**src/lock_seq_pkg.sv**
```systemverilog
// constants and types for the locked bus sequence control
// Functional notes
// - locked op: reads first, then writes
// - lock for prefix, exchange, descriptors, tables, acknowledge
// - modified line: writeback, invalidate, then locked read
// - misaligned: two writebacks, four locked, split flagged
// - aligned: writeback, locked read, locked write
// - clean line: no writeback, line left invalid
// - table miss: unlocked read before optional locked update
// - modified table line: read, writeback, locked pair
// - clean table line: locked read then locked write
// - table updates never raise split flag
// - address freeze keeps lock asserted
// - lock floats in yield; yield waits sequence end
// - backoff floats lock; read restarts, write redriven
// - snoop strobe ignored outside freeze, backoff, yield
// - backoff snoop writeback runs first, lock asserted
// - freeze snoop writeback between read and write
// - no internal writebacks inside locked sequence
// - lock from first strobe to last ready
// - idle clock between consecutive locked operations
// - at most four own cycles locked
// - strobe clock is first clock of cycle
package lock_seq_pkg;
   typedef enum logic [2:0] {OP_NONE, OP_RD, OP_WB, OP_LRD, OP_LWR} op_e;
   typedef enum logic [2:0] {K_PROG, K_DESC, K_XCHG, K_PT, K_INTA} kind_e;
   localparam int MAX_OPS = 6;
   localparam int SYNC_STAGES = 2;
   localparam logic [2:0] MAX_LOCKED = 3'h4;
   localparam logic [1:0] WB_LAST_BEAT = 2'h3;
   localparam logic [4:0] PIN_IDLE = 5'h13;
   localparam int PIN_BURST_READY_N = 0;
   localparam int PIN_BACKOFF_N = 1;
   localparam int PIN_FRZ = 2;
   localparam int PIN_YREQ = 3;
   localparam int PIN_SNOOP_ADDR_STROBE_N = 4;
endpackage

```
**src/seq_plan_if.sv**
```systemverilog
// plan of bus cycles passed from planner to controller
`timescale 1ns/1ps
interface seq_plan_if;
   import lock_seq_pkg::*;
   kind_e kind;
   logic line_m;
   logic mis;
   op_e ops [MAX_OPS];
   logic [2:0] n_ops;
   logic [2:0] first_lock;
   logic split;
   logic inval;
   modport planner (input kind, line_m, mis, output ops, n_ops, first_lock, split, inval);
   modport ctrl (output kind, line_m, mis, input ops, n_ops, first_lock, split, inval);
endinterface

```
**src/lock_seq_ctrl.sv**
```systemverilog
// locked read-modify-write bus sequence controller
`timescale 1ns/1ps
module lock_seq_ctrl (
   // clock and reset
   input wire logic clk_i,
   input wire logic rst_i,
   // core request
   input wire logic req_valid_i,
   input wire lock_seq_pkg::kind_e req_kind_i,
   input wire logic req_line_m_i,
   input wire logic req_misaligned_i,
   input wire logic pt_update_i,
   output logic req_ready_o,
   output logic seq_done_o,
   output logic line_inval_o,
   // cache snoop port
   output logic snoop_look_o,
   input wire logic snoop_hit_m_i,
   // bus outputs
   output logic addr_strobe_n_o,
   output lock_seq_pkg::op_e cycle_op_o,
   output logic atomic_lock_n_o,
   output logic atomic_lock_oe_o,
   output logic split_cycle_flag_o,
   output logic yield_ack_o,
   // bus inputs
   input wire logic burst_ready_n_i,
   input wire logic backoff_n_i,
   input wire logic addr_freeze_req_i,
   input wire logic bus_yield_req_i,
   input wire logic snoop_addr_strobe_n_i
);
   import lock_seq_pkg::*;
   typedef enum logic [2:0] {S_IDLE, S_ISSUE, S_WAIT, S_BACKOFF, S_GAP, S_YIELD} state_e;
   state_e state_reg, state_next;
   logic [2:0] idx_reg, idx_next;
   logic [1:0] beat_reg, beat_next;
   logic ins_wb_reg, ins_wb_next;
   logic snp_pend_reg, snp_pend_next;
   op_e ops_reg [MAX_OPS];
   logic [2:0] n_ops_reg, first_lock_reg;
   logic split_ok_reg, inval_ok_reg;
   kind_e kind_reg;
   logic snoop_addr_strobe_n_d_reg;
   logic done_next;
   logic [4:0] pin_raw, pin_s;
   seq_plan_if plan ();

   // plan follows the request port; only latched when taken
   assign plan.kind = req_kind_i;
   assign plan.line_m = req_line_m_i;
   assign plan.mis = req_misaligned_i;
   seq_planner u_plan (
      .p(plan.planner)
   );

   // all bus pins are asynchronous to the core clock
   assign pin_raw = {snoop_addr_strobe_n_i, bus_yield_req_i, addr_freeze_req_i, backoff_n_i, burst_ready_n_i};
   pin_sync #(.W(5), .INIT(PIN_IDLE)) u_sync (
      .clk_i(clk_i),
      .rst_i(rst_i),
      .d_i(pin_raw),
      .q_o(pin_s)
   );
   wire burst_ready_n = !pin_s[PIN_BURST_READY_N];
   wire bo = !pin_s[PIN_BACKOFF_N];
   wire frz = pin_s[PIN_FRZ];
   wire yreq = pin_s[PIN_YREQ];
   wire snoop_addr_strobe_n = !pin_s[PIN_SNOOP_ADDR_STROBE_N];

   function automatic logic is_locked_op(input op_e op);
      is_locked_op = (op == OP_LRD) || (op == OP_LWR);
   endfunction

   // decode of the current step
   wire accept = req_ready_o && req_valid_i;
   wire op_e cur_op = ins_wb_reg ? OP_WB : ops_reg[idx_reg];
   wire last_beat = (cur_op != OP_WB) || (beat_reg == WB_LAST_BEAT);
   wire last_step = ((idx_reg + 3'h1) == n_ops_reg);
   wire pt_stop = (cur_op == OP_RD) && !pt_update_i;
   wire in_lock_reg = (idx_reg >= first_lock_reg);
   wire [2:0] idx_inc = idx_reg + 3'h1;
   wire wr_follows = (cur_op == OP_LRD) && (ops_reg[idx_inc] == OP_LWR);

   always_comb begin
      state_next = state_reg;
      idx_next = idx_reg;
      beat_next = beat_reg;
      ins_wb_next = ins_wb_reg;
      done_next = 1'b0;
      case (state_reg)
         S_IDLE: begin
            if (accept) begin
               state_next = S_ISSUE;
               idx_next = 3'h0;
               beat_next = 2'h0;
               ins_wb_next = 1'b0;
            end else if (yreq) begin
               state_next = S_YIELD;
            end
         end
         S_ISSUE: begin
            state_next = bo ? S_BACKOFF : S_WAIT;
         end
         S_WAIT: begin
            if (bo) begin
               state_next = S_BACKOFF;
            end else if (burst_ready_n && !last_beat) begin
               beat_next = beat_reg + 2'h1;
            end else if (burst_ready_n) begin
               beat_next = 2'h0;
               if (ins_wb_reg) begin
                  ins_wb_next = 1'b0;
                  state_next = S_ISSUE;
               end else if (last_step || pt_stop) begin
                  state_next = in_lock_reg ? S_GAP : S_IDLE;
                  done_next = 1'b1;
               end else begin
                  idx_next = idx_inc;
                  state_next = S_ISSUE;
                  ins_wb_next = snp_pend_reg && in_lock_reg && wr_follows;
               end
            end
         end
         S_BACKOFF: begin
            if (!bo) begin
               state_next = S_ISSUE;
               beat_next = 2'h0;
               if (snp_pend_reg) begin
                  ins_wb_next = 1'b1;
               end
               if (!ins_wb_reg && cur_op == OP_LRD) begin
                  idx_next = first_lock_reg;
               end
            end
         end
         S_GAP: begin
            state_next = S_IDLE;
         end
         S_YIELD: begin
            if (!yreq) begin
               state_next = S_IDLE;
            end
         end
         default: begin
            state_next = S_IDLE;
         end
      endcase
   end

   // decode of the step being entered
   wire [2:0] fl_sel = accept ? plan.first_lock : first_lock_reg;
   wire split_sel = accept ? plan.split : split_ok_reg;
   wire inval_sel = accept ? plan.inval : inval_ok_reg;
   wire op_e step_op = accept ? plan.ops[0] : ops_reg[idx_next];
   wire op_e op_next = ins_wb_next ? OP_WB : step_op;
   wire on_bus_next = (state_next == S_ISSUE) || (state_next == S_WAIT);
   wire lock_region = (idx_next >= fl_sel);
   // frz is not looked at here, so a freeze never drops the lock
   wire lock_act_next = on_bus_next && lock_region && (ins_wb_next || is_locked_op(op_next));
   wire entering = accept || (state_reg == S_WAIT && state_next == S_ISSUE && idx_next != idx_reg);
   wire inval_next = entering && !ins_wb_next && (idx_next == fl_sel) && inval_sel;
   wire snoop_window = frz || bo || yield_ack_o;
   wire snoop_look_next = snoop_addr_strobe_n && !snoop_addr_strobe_n_d_reg && snoop_window;
   wire wb_start = (state_next == S_ISSUE) && ins_wb_next && !ins_wb_reg;
   // a hit landing with the clear still counts
   assign snp_pend_next = snoop_hit_m_i || (snp_pend_reg && !wb_start && state_reg != S_IDLE);

   always_ff @(posedge clk_i) begin
      if (rst_i) begin
         state_reg <= S_IDLE;
         idx_reg <= 3'h0;
         beat_reg <= 2'h0;
         ins_wb_reg <= 1'b0;
         snp_pend_reg <= 1'b0;
         snoop_addr_strobe_n_d_reg <= 1'b0;
      end else begin
         state_reg <= state_next;
         idx_reg <= idx_next;
         beat_reg <= beat_next;
         ins_wb_reg <= ins_wb_next;
         snp_pend_reg <= snp_pend_next;
         snoop_addr_strobe_n_d_reg <= snoop_addr_strobe_n;
      end
   end

   always_ff @(posedge clk_i) begin
      if (rst_i) begin
         for (int i = 0; i < MAX_OPS; i++) begin
            ops_reg[i] <= OP_NONE;
         end
         n_ops_reg <= 3'h0;
         first_lock_reg <= 3'h0;
         split_ok_reg <= 1'b0;
         inval_ok_reg <= 1'b0;
         kind_reg <= K_PROG;
      end else if (accept) begin
         ops_reg <= plan.ops;
         n_ops_reg <= plan.n_ops;
         first_lock_reg <= plan.first_lock;
         split_ok_reg <= plan.split;
         inval_ok_reg <= plan.inval;
         kind_reg <= req_kind_i;
      end
   end

   // every pin comes from a flop
   always_ff @(posedge clk_i) begin
      if (rst_i) begin
         req_ready_o <= 1'b0;
         seq_done_o <= 1'b0;
         line_inval_o <= 1'b0;
         snoop_look_o <= 1'b0;
         addr_strobe_n_o <= 1'b1;
         cycle_op_o <= OP_NONE;
         atomic_lock_n_o <= 1'b1;
         atomic_lock_oe_o <= 1'b1;
         split_cycle_flag_o <= 1'b0;
         yield_ack_o <= 1'b0;
      end else begin
         req_ready_o <= (state_next == S_IDLE) && !accept;
         seq_done_o <= done_next;
         line_inval_o <= inval_next;
         snoop_look_o <= snoop_look_next;
         addr_strobe_n_o <= !(state_next == S_ISSUE);
         cycle_op_o <= on_bus_next ? op_next : OP_NONE;
         atomic_lock_n_o <= !lock_act_next;
         atomic_lock_oe_o <= !(state_next == S_BACKOFF || state_next == S_YIELD);
         split_cycle_flag_o <= lock_act_next && split_sel;
         yield_ack_o <= (state_next == S_YIELD);
      end
   end

   wire [2:0] lock_depth = idx_reg - first_lock_reg;
endmodule // lock_seq_ctrl

```
**src/pin_sync.sv**
```systemverilog
// two-stage synchroniser for bus pins
`timescale 1ns/1ps
module pin_sync #(
   parameter int W = 5,
   parameter logic [W-1:0] INIT = '0
) (
   // clock and reset
   input wire logic clk_i,
   input wire logic rst_i,
   // pins in and synced out
   input wire logic [W-1:0] d_i,
   output logic [W-1:0] q_o
);
   import lock_seq_pkg::*;
   logic [W-1:0] meta_reg;
   genvar g;
   generate
      for (g = 0; g < W; g++) begin : g_bit
         always_ff @(posedge clk_i) begin
            if (rst_i) begin
               meta_reg[g] <= INIT[g];
               q_o[g] <= INIT[g];
            end else begin
               meta_reg[g] <= d_i[g];
               q_o[g] <= meta_reg[g];
            end
         end
      end
   endgenerate
endmodule // pin_sync

```
**src/seq_planner.sv**
```systemverilog
// decides the bus cycle list for one locked request
`timescale 1ns/1ps
module seq_planner (
   seq_plan_if.planner p
);
   import lock_seq_pkg::*;
   wire is_pt = (p.kind == K_PT);
   wire is_inta = (p.kind == K_INTA);
   wire mis_ok = p.mis && !is_pt && !is_inta;
   always_comb begin
      for (int i = 0; i < MAX_OPS; i++) begin
         p.ops[i] = OP_NONE;
      end
      p.n_ops = 3'h2;
      p.first_lock = 3'h0;
      if (is_inta) begin
         p.ops[0] = OP_LRD;
         p.ops[1] = OP_LRD;
      end else if (is_pt && p.line_m) begin
         p.ops[0] = OP_RD;
         p.ops[1] = OP_WB;
         p.ops[2] = OP_LRD;
         p.ops[3] = OP_LWR;
         p.n_ops = 3'h4;
         p.first_lock = 3'h2;
      end else if (is_pt) begin
         p.ops[0] = OP_LRD;
         p.ops[1] = OP_LWR;
      end else if (mis_ok && p.line_m) begin
         p.ops[0] = OP_WB;
         p.ops[1] = OP_WB;
         p.ops[2] = OP_LRD;
         p.ops[3] = OP_LRD;
         p.ops[4] = OP_LWR;
         p.ops[5] = OP_LWR;
         p.n_ops = 3'h6;
         p.first_lock = 3'h2;
      end else if (mis_ok) begin
         p.ops[0] = OP_LRD;
         p.ops[1] = OP_LRD;
         p.ops[2] = OP_LWR;
         p.ops[3] = OP_LWR;
         p.n_ops = 3'h4;
      end else if (p.line_m) begin
         p.ops[0] = OP_WB;
         p.ops[1] = OP_LRD;
         p.ops[2] = OP_LWR;
         p.n_ops = 3'h3;
         p.first_lock = 3'h1;
      end else begin
         p.ops[0] = OP_LRD;
         p.ops[1] = OP_LWR;
      end
   end
   assign p.split = mis_ok;
   assign p.inval = !is_inta;
endmodule // seq_planner

```
**config.mk**
```make
export PLATFORM = sky130hd
export DESIGN_NAME = lock_seq_ctrl
export DESIGN_NICKNAME = d
export VERILOG_FILES = /design/src/lock_seq_pkg.sv /design/src/seq_plan_if.sv /design/src/lock_seq_ctrl.sv /design/src/pin_sync.sv /design/src/seq_planner.sv
export SDC_FILE = /design/constraint.sdc
export NUM_CORES = 1
export LEC_CHECK = 0
export BUFFER_PORTS_ARGS = -buffer_cell sky130_fd_sc_hd__buf_2
export CAP_MARGIN = 15
export CORE_UTILIZATION = 55
export CTS_BUF_LIST = sky130_fd_sc_hd__clkbuf_4
export CTS_CLUSTER_DIAMETER = 50
export CTS_CLUSTER_SIZE = 14
export DETAILED_ROUTE_END_ITERATION = 10
export GPL_TIMING_DRIVEN = 0
export PLACE_DENSITY_LB_ADDON = 0.25
export SETUP_SLACK_MARGIN = 0.05
export SLEW_MARGIN = 20
export SYNTH_ARGS = -nofsm -noshare
export SYNTH_HDL_FRONTEND = slang
export SYNTH_SLANG_ARGS = --single-unit
```
**constraint.sdc**
```tcl
create_clock -name clk_i -period 3.3 [get_ports clk_i]
set_clock_uncertainty 0.1 [all_clocks]
set_input_delay 0.66 -clock clk_i [delete_from_list [all_inputs] [get_ports clk_i]]
set_output_delay 0.66 -clock clk_i [all_outputs]
set_load 0.01 [all_outputs]
```
==> flow_metrics.env <==
export IMPL_outcome="finished, violations left"
export IMPL_violations="setup timing"
export IMPL_peakVddDrop_uv=369
export IMPL_finalSetupViolCount=2
export IMPL_finalCriticalPeriod_ns=3.35
export IMPL_finalHoldViolCount=0
export IMPL_cts_tree="done"
export IMPL_grt_use_total_pct=27.9
export IMPL_critPathLaunchType="register"
export IMPL_max_slew_margin_pct=48.2
export IMPL_max_cap_viol_count=0
export IMPL_synth_edf_count=0
export IMPL_antenna_found_initial=0
export IMPL_nNetsFinal=386
export IMPL_start_util_pct=57.3
export IMPL_async_reset_ff_share_pct=0
export IMPL_clk_latency_ns=0.38
export IMPL_hold_class="register to register"
export IMPL_port_buffer_count=25
export IMPL_max_slew_worst_pin_slew_ns=0.767
export IMPL_synth_warnings=0
export IMPL_grt_max_degree=18
export IMPL_h_tree_depth=2
export IMPL_via_per_inst=6.01
export IMPL_r2r_start="idx_reg[1]$_SDFF_PP0_"
export IMPL_first_pass_iters=5
export IMPL_synth_ff_latch_count=50
export IMPL_critPathArrivalTime_ns=3.54
export IMPL_worstPathRequired_ns=3.49
export IMPL_largest_reg_flops=9
export IMPL_r2r_end="split_cycle_flag_o$_SDFF_PP0_"
export IMPL_grt_first_pass_wirelength_um=11100
export IMPL_areaGrowthSynthToFinish_pct=20.3
export IMPL_rsz0062_at_grt="yes"
export IMPL_die_area_um2=5200
export IMPL_totalPowerFinal_uw=1700
export IMPL_ant_nets=0
export IMPL_wl_per_cell_um=17.0
export IMPL_syn_inst=310
export IMPL_rrSetupSlack_ns=-0.05
export IMPL_grt_ovfl_total=0
export IMPL_final_fill_count=362
export IMPL_drc=0
export IMPL_hpwlAfterDp_um=5020
export IMPL_synth_nets=337
export IMPL_clockBufferDepth=2
export IMPL_routed_wl_um=7240
export IMPL_ys_types=66
export IMPL_synth_flop_cell="dfxtp_1"
export IMPL_whs_path_depth=1
export IMPL_drt_first_iter_violations=257
export IMPL_final_cells=427
export IMPL_placed_cell_area_um2=2910
export IMPL_n_antenna_cell=0
export IMPL_netlist_area_um2=2710
export IMPL_grt_pass1_vias=2324
export IMPL_chipWidth_um=72.1
export IMPL_multi_input_area_um2=1710
export IMPL_place_gp_congestion=0.940
export IMPL_crit_path_end_kind="register"
export IMPL_p_per_area_nw_per_um2=523
export IMPL_die_h_um=72.1
export IMPL_vias=2565
export IMPL_fin_ws_ns=-0.0540
export IMPL_period_share_pct=102
export IMPL_seq_area_frac_synth_pct=37.0
export IMPL_slew_violations=0
export IMPL_hold_buffers=0
export IMPL_fmax_ghz=0.298
export IMPL_crit_type="register to register"
export IMPL_cts_root_buf="clkbuf_4"
export IMPL_ioPinCount=27
export IMPL_seqCellArea_um2=1000
export IMPL_core_area_um2=4720
export IMPL_holdPathEnd="snoop_look_o$_SDFF_PP0_"
export IMPL_place_inst=402
export IMPL_syn_area_per_cell_um2=8.73
export IMPL_cp_max_fo=7
export IMPL_cts_sinks=50
export IMPL_path_clk_slew_ns=0.15
export IMPL_drive_gt1_share_pct=24.4
export IMPL_leakagePower_uw=0.00134
export IMPL_stdcell_area_um2=3250
export IMPL_rows=25
export IMPL_cts_made_buffers=5
export IMPL_worstHoldStart="snoop_addr_strobe_n_d_reg$_SDFF_PP0_"
export IMPL_rr_worst_depth=11
==> how the worst max path moves through the flow <==
stage                          start                             to  slack, ns  cells after the start
6_report       idx_reg[1]$_SDFF_PP0_  split_cycle_flag_o$_SDFF_PP0_      -0.05                     11
5_1_grt        idx_reg[1]$_SDFF_PP0_  split_cycle_flag_o$_SDFF_PP0_      -0.13                      9
4_1_cts        idx_reg[1]$_SDFF_PP0_  split_cycle_flag_o$_SDFF_PP0_      -0.04                      9
3_5_place_dp   idx_reg[1]$_SDFF_PP0_  split_cycle_flag_o$_SDFF_PP0_      -0.29                     10
3_3_place_gp   idx_reg[1]$_SDFF_PP0_  split_cycle_flag_o$_SDFF_PP0_      -0.27                     11
2_1_floorplan  idx_reg[1]$_SDFF_PP0_  split_cycle_flag_o$_SDFF_PP0_       0.06                     11
==> metrics by stage <==
| stage | worst slack (ns) | util (%) | setup TNS (ns) | hold slack (ns) |
|---|---|---|---|---|
| after global routing | -0.134 | 68.9 | -0.222 | 0.327 |
| after floorplan | 0.0562 | - | 0 | 0.280 |
| final | -0.0540 | 68.9 | -0.0701 | 0.324 |
| after CTS | -0.0397 | 65.1 | -0.0397 | 0.326 |
| after global placement | -0.275 | 61.7 | -0.382 | 0.291 |
| after detailed placement | -0.293 | 61.7 | -0.466 | 0.296 |
==> power by group <==
| group | internal [µW] | total (µW) | switching, µW |
|---|---|---|---|
| Clock | 164 | 377 | 213 |
| Combinational | 268 | 621 | 353 |
| Sequential | 665 | 703 | 38.0 |
| Total | 1100 | 1700 | 604 |
==> final cells by class <==
type	instances	share of cell area [%]
Buffer	14	1.88
Clock buffer	5	1.15
Clock inverter	3	1.46
Inverter	14	1.62
Multi-Input combinational cell	232	52.5
Sequential cell	50	30.8
Tap cell	67	2.58
Timing Repair Buffer	42	8.00
==> critical path, cell delays in order (launching register included) <==
cell      delay (ns)
dfxtp_2         0.37
buf_6           0.13
mux4_2          0.58
o41a_1          0.56
and4_4          0.25
nor3_4          0.15
ha_1            0.29
nand2b_4        0.15
a21o_1          0.15
a21oi_1         0.11
and3b_2         0.23
and4_1          0.19
==> cells in the final DEF (no fill, tap or decap), drive strengths merged, types with 7 or more instances in the layout <==
| cell | n |
|---|---|
| dfxtp | 50 |
| buf | 46 |
| nor2 | 40 |
| nand2 | 26 |
| a21oi | 17 |
| inv | 15 |
| clkbuf | 15 |
| ha | 12 |
| or2 | 8 |
| nand3 | 8 |
| nor3 | 7 |
==> layer usage <==
metal,up-vias,track usage [%],part of all wire (%)
li1,1225,-,-
met1,1185,37.2,43
met2,127,44.4,46
met3,28,4.03,7.4
met4,0,13.3,3.5
met5,-,0,0
==> cells in the mapped netlist (4+ instances only) <==
cell type  number  area [µm²]
a32oi_1         4        35.0
dfxtp_1        50        1000
and2_1          6        37.5
nor3_1          4        20.0
nor2b_1         6        37.5
mux2i_1         6        60.1
a21o_1          5        37.5
inv_1          13        48.8
nor2_1         40         150
nand4_1         5        31.3
o211ai_1        4        30.0
nand2_1        26        97.6
or2_2           8        50.1
o21ai_0         5        25.0
nand3_1         8        40.0
a21oi_1        17        85.1
nand2b_1        4        25.0
nand3b_1        5        37.5
clkbuf_1       10        37.5
ha_1           12         150
==> logic make-up (layout without fill, tap and decap cells) <==
logic type	after synthesis	in the layout	share of synthesized area [%]
DFF	50	50	37.0
and+or+nand+nor	129	129	24.9
adders and majority gates	12	12	5.55
AOI/OAI and AO/OA	74	74	21.0
xor gates and xnor gates	5	5	2.13
muxes	12	12	5.13
buffers and inverters	28	78	4.21
==> what timing repair did <==
action,in CTS,in global routing
gates resized for setup,7,17
hold endpoints to repair,0,0
pin swaps,6,14
setup buffers,5,12
setup endpoints to repair,4,4
Note: power is estimated with default switching activity, not from simulation.
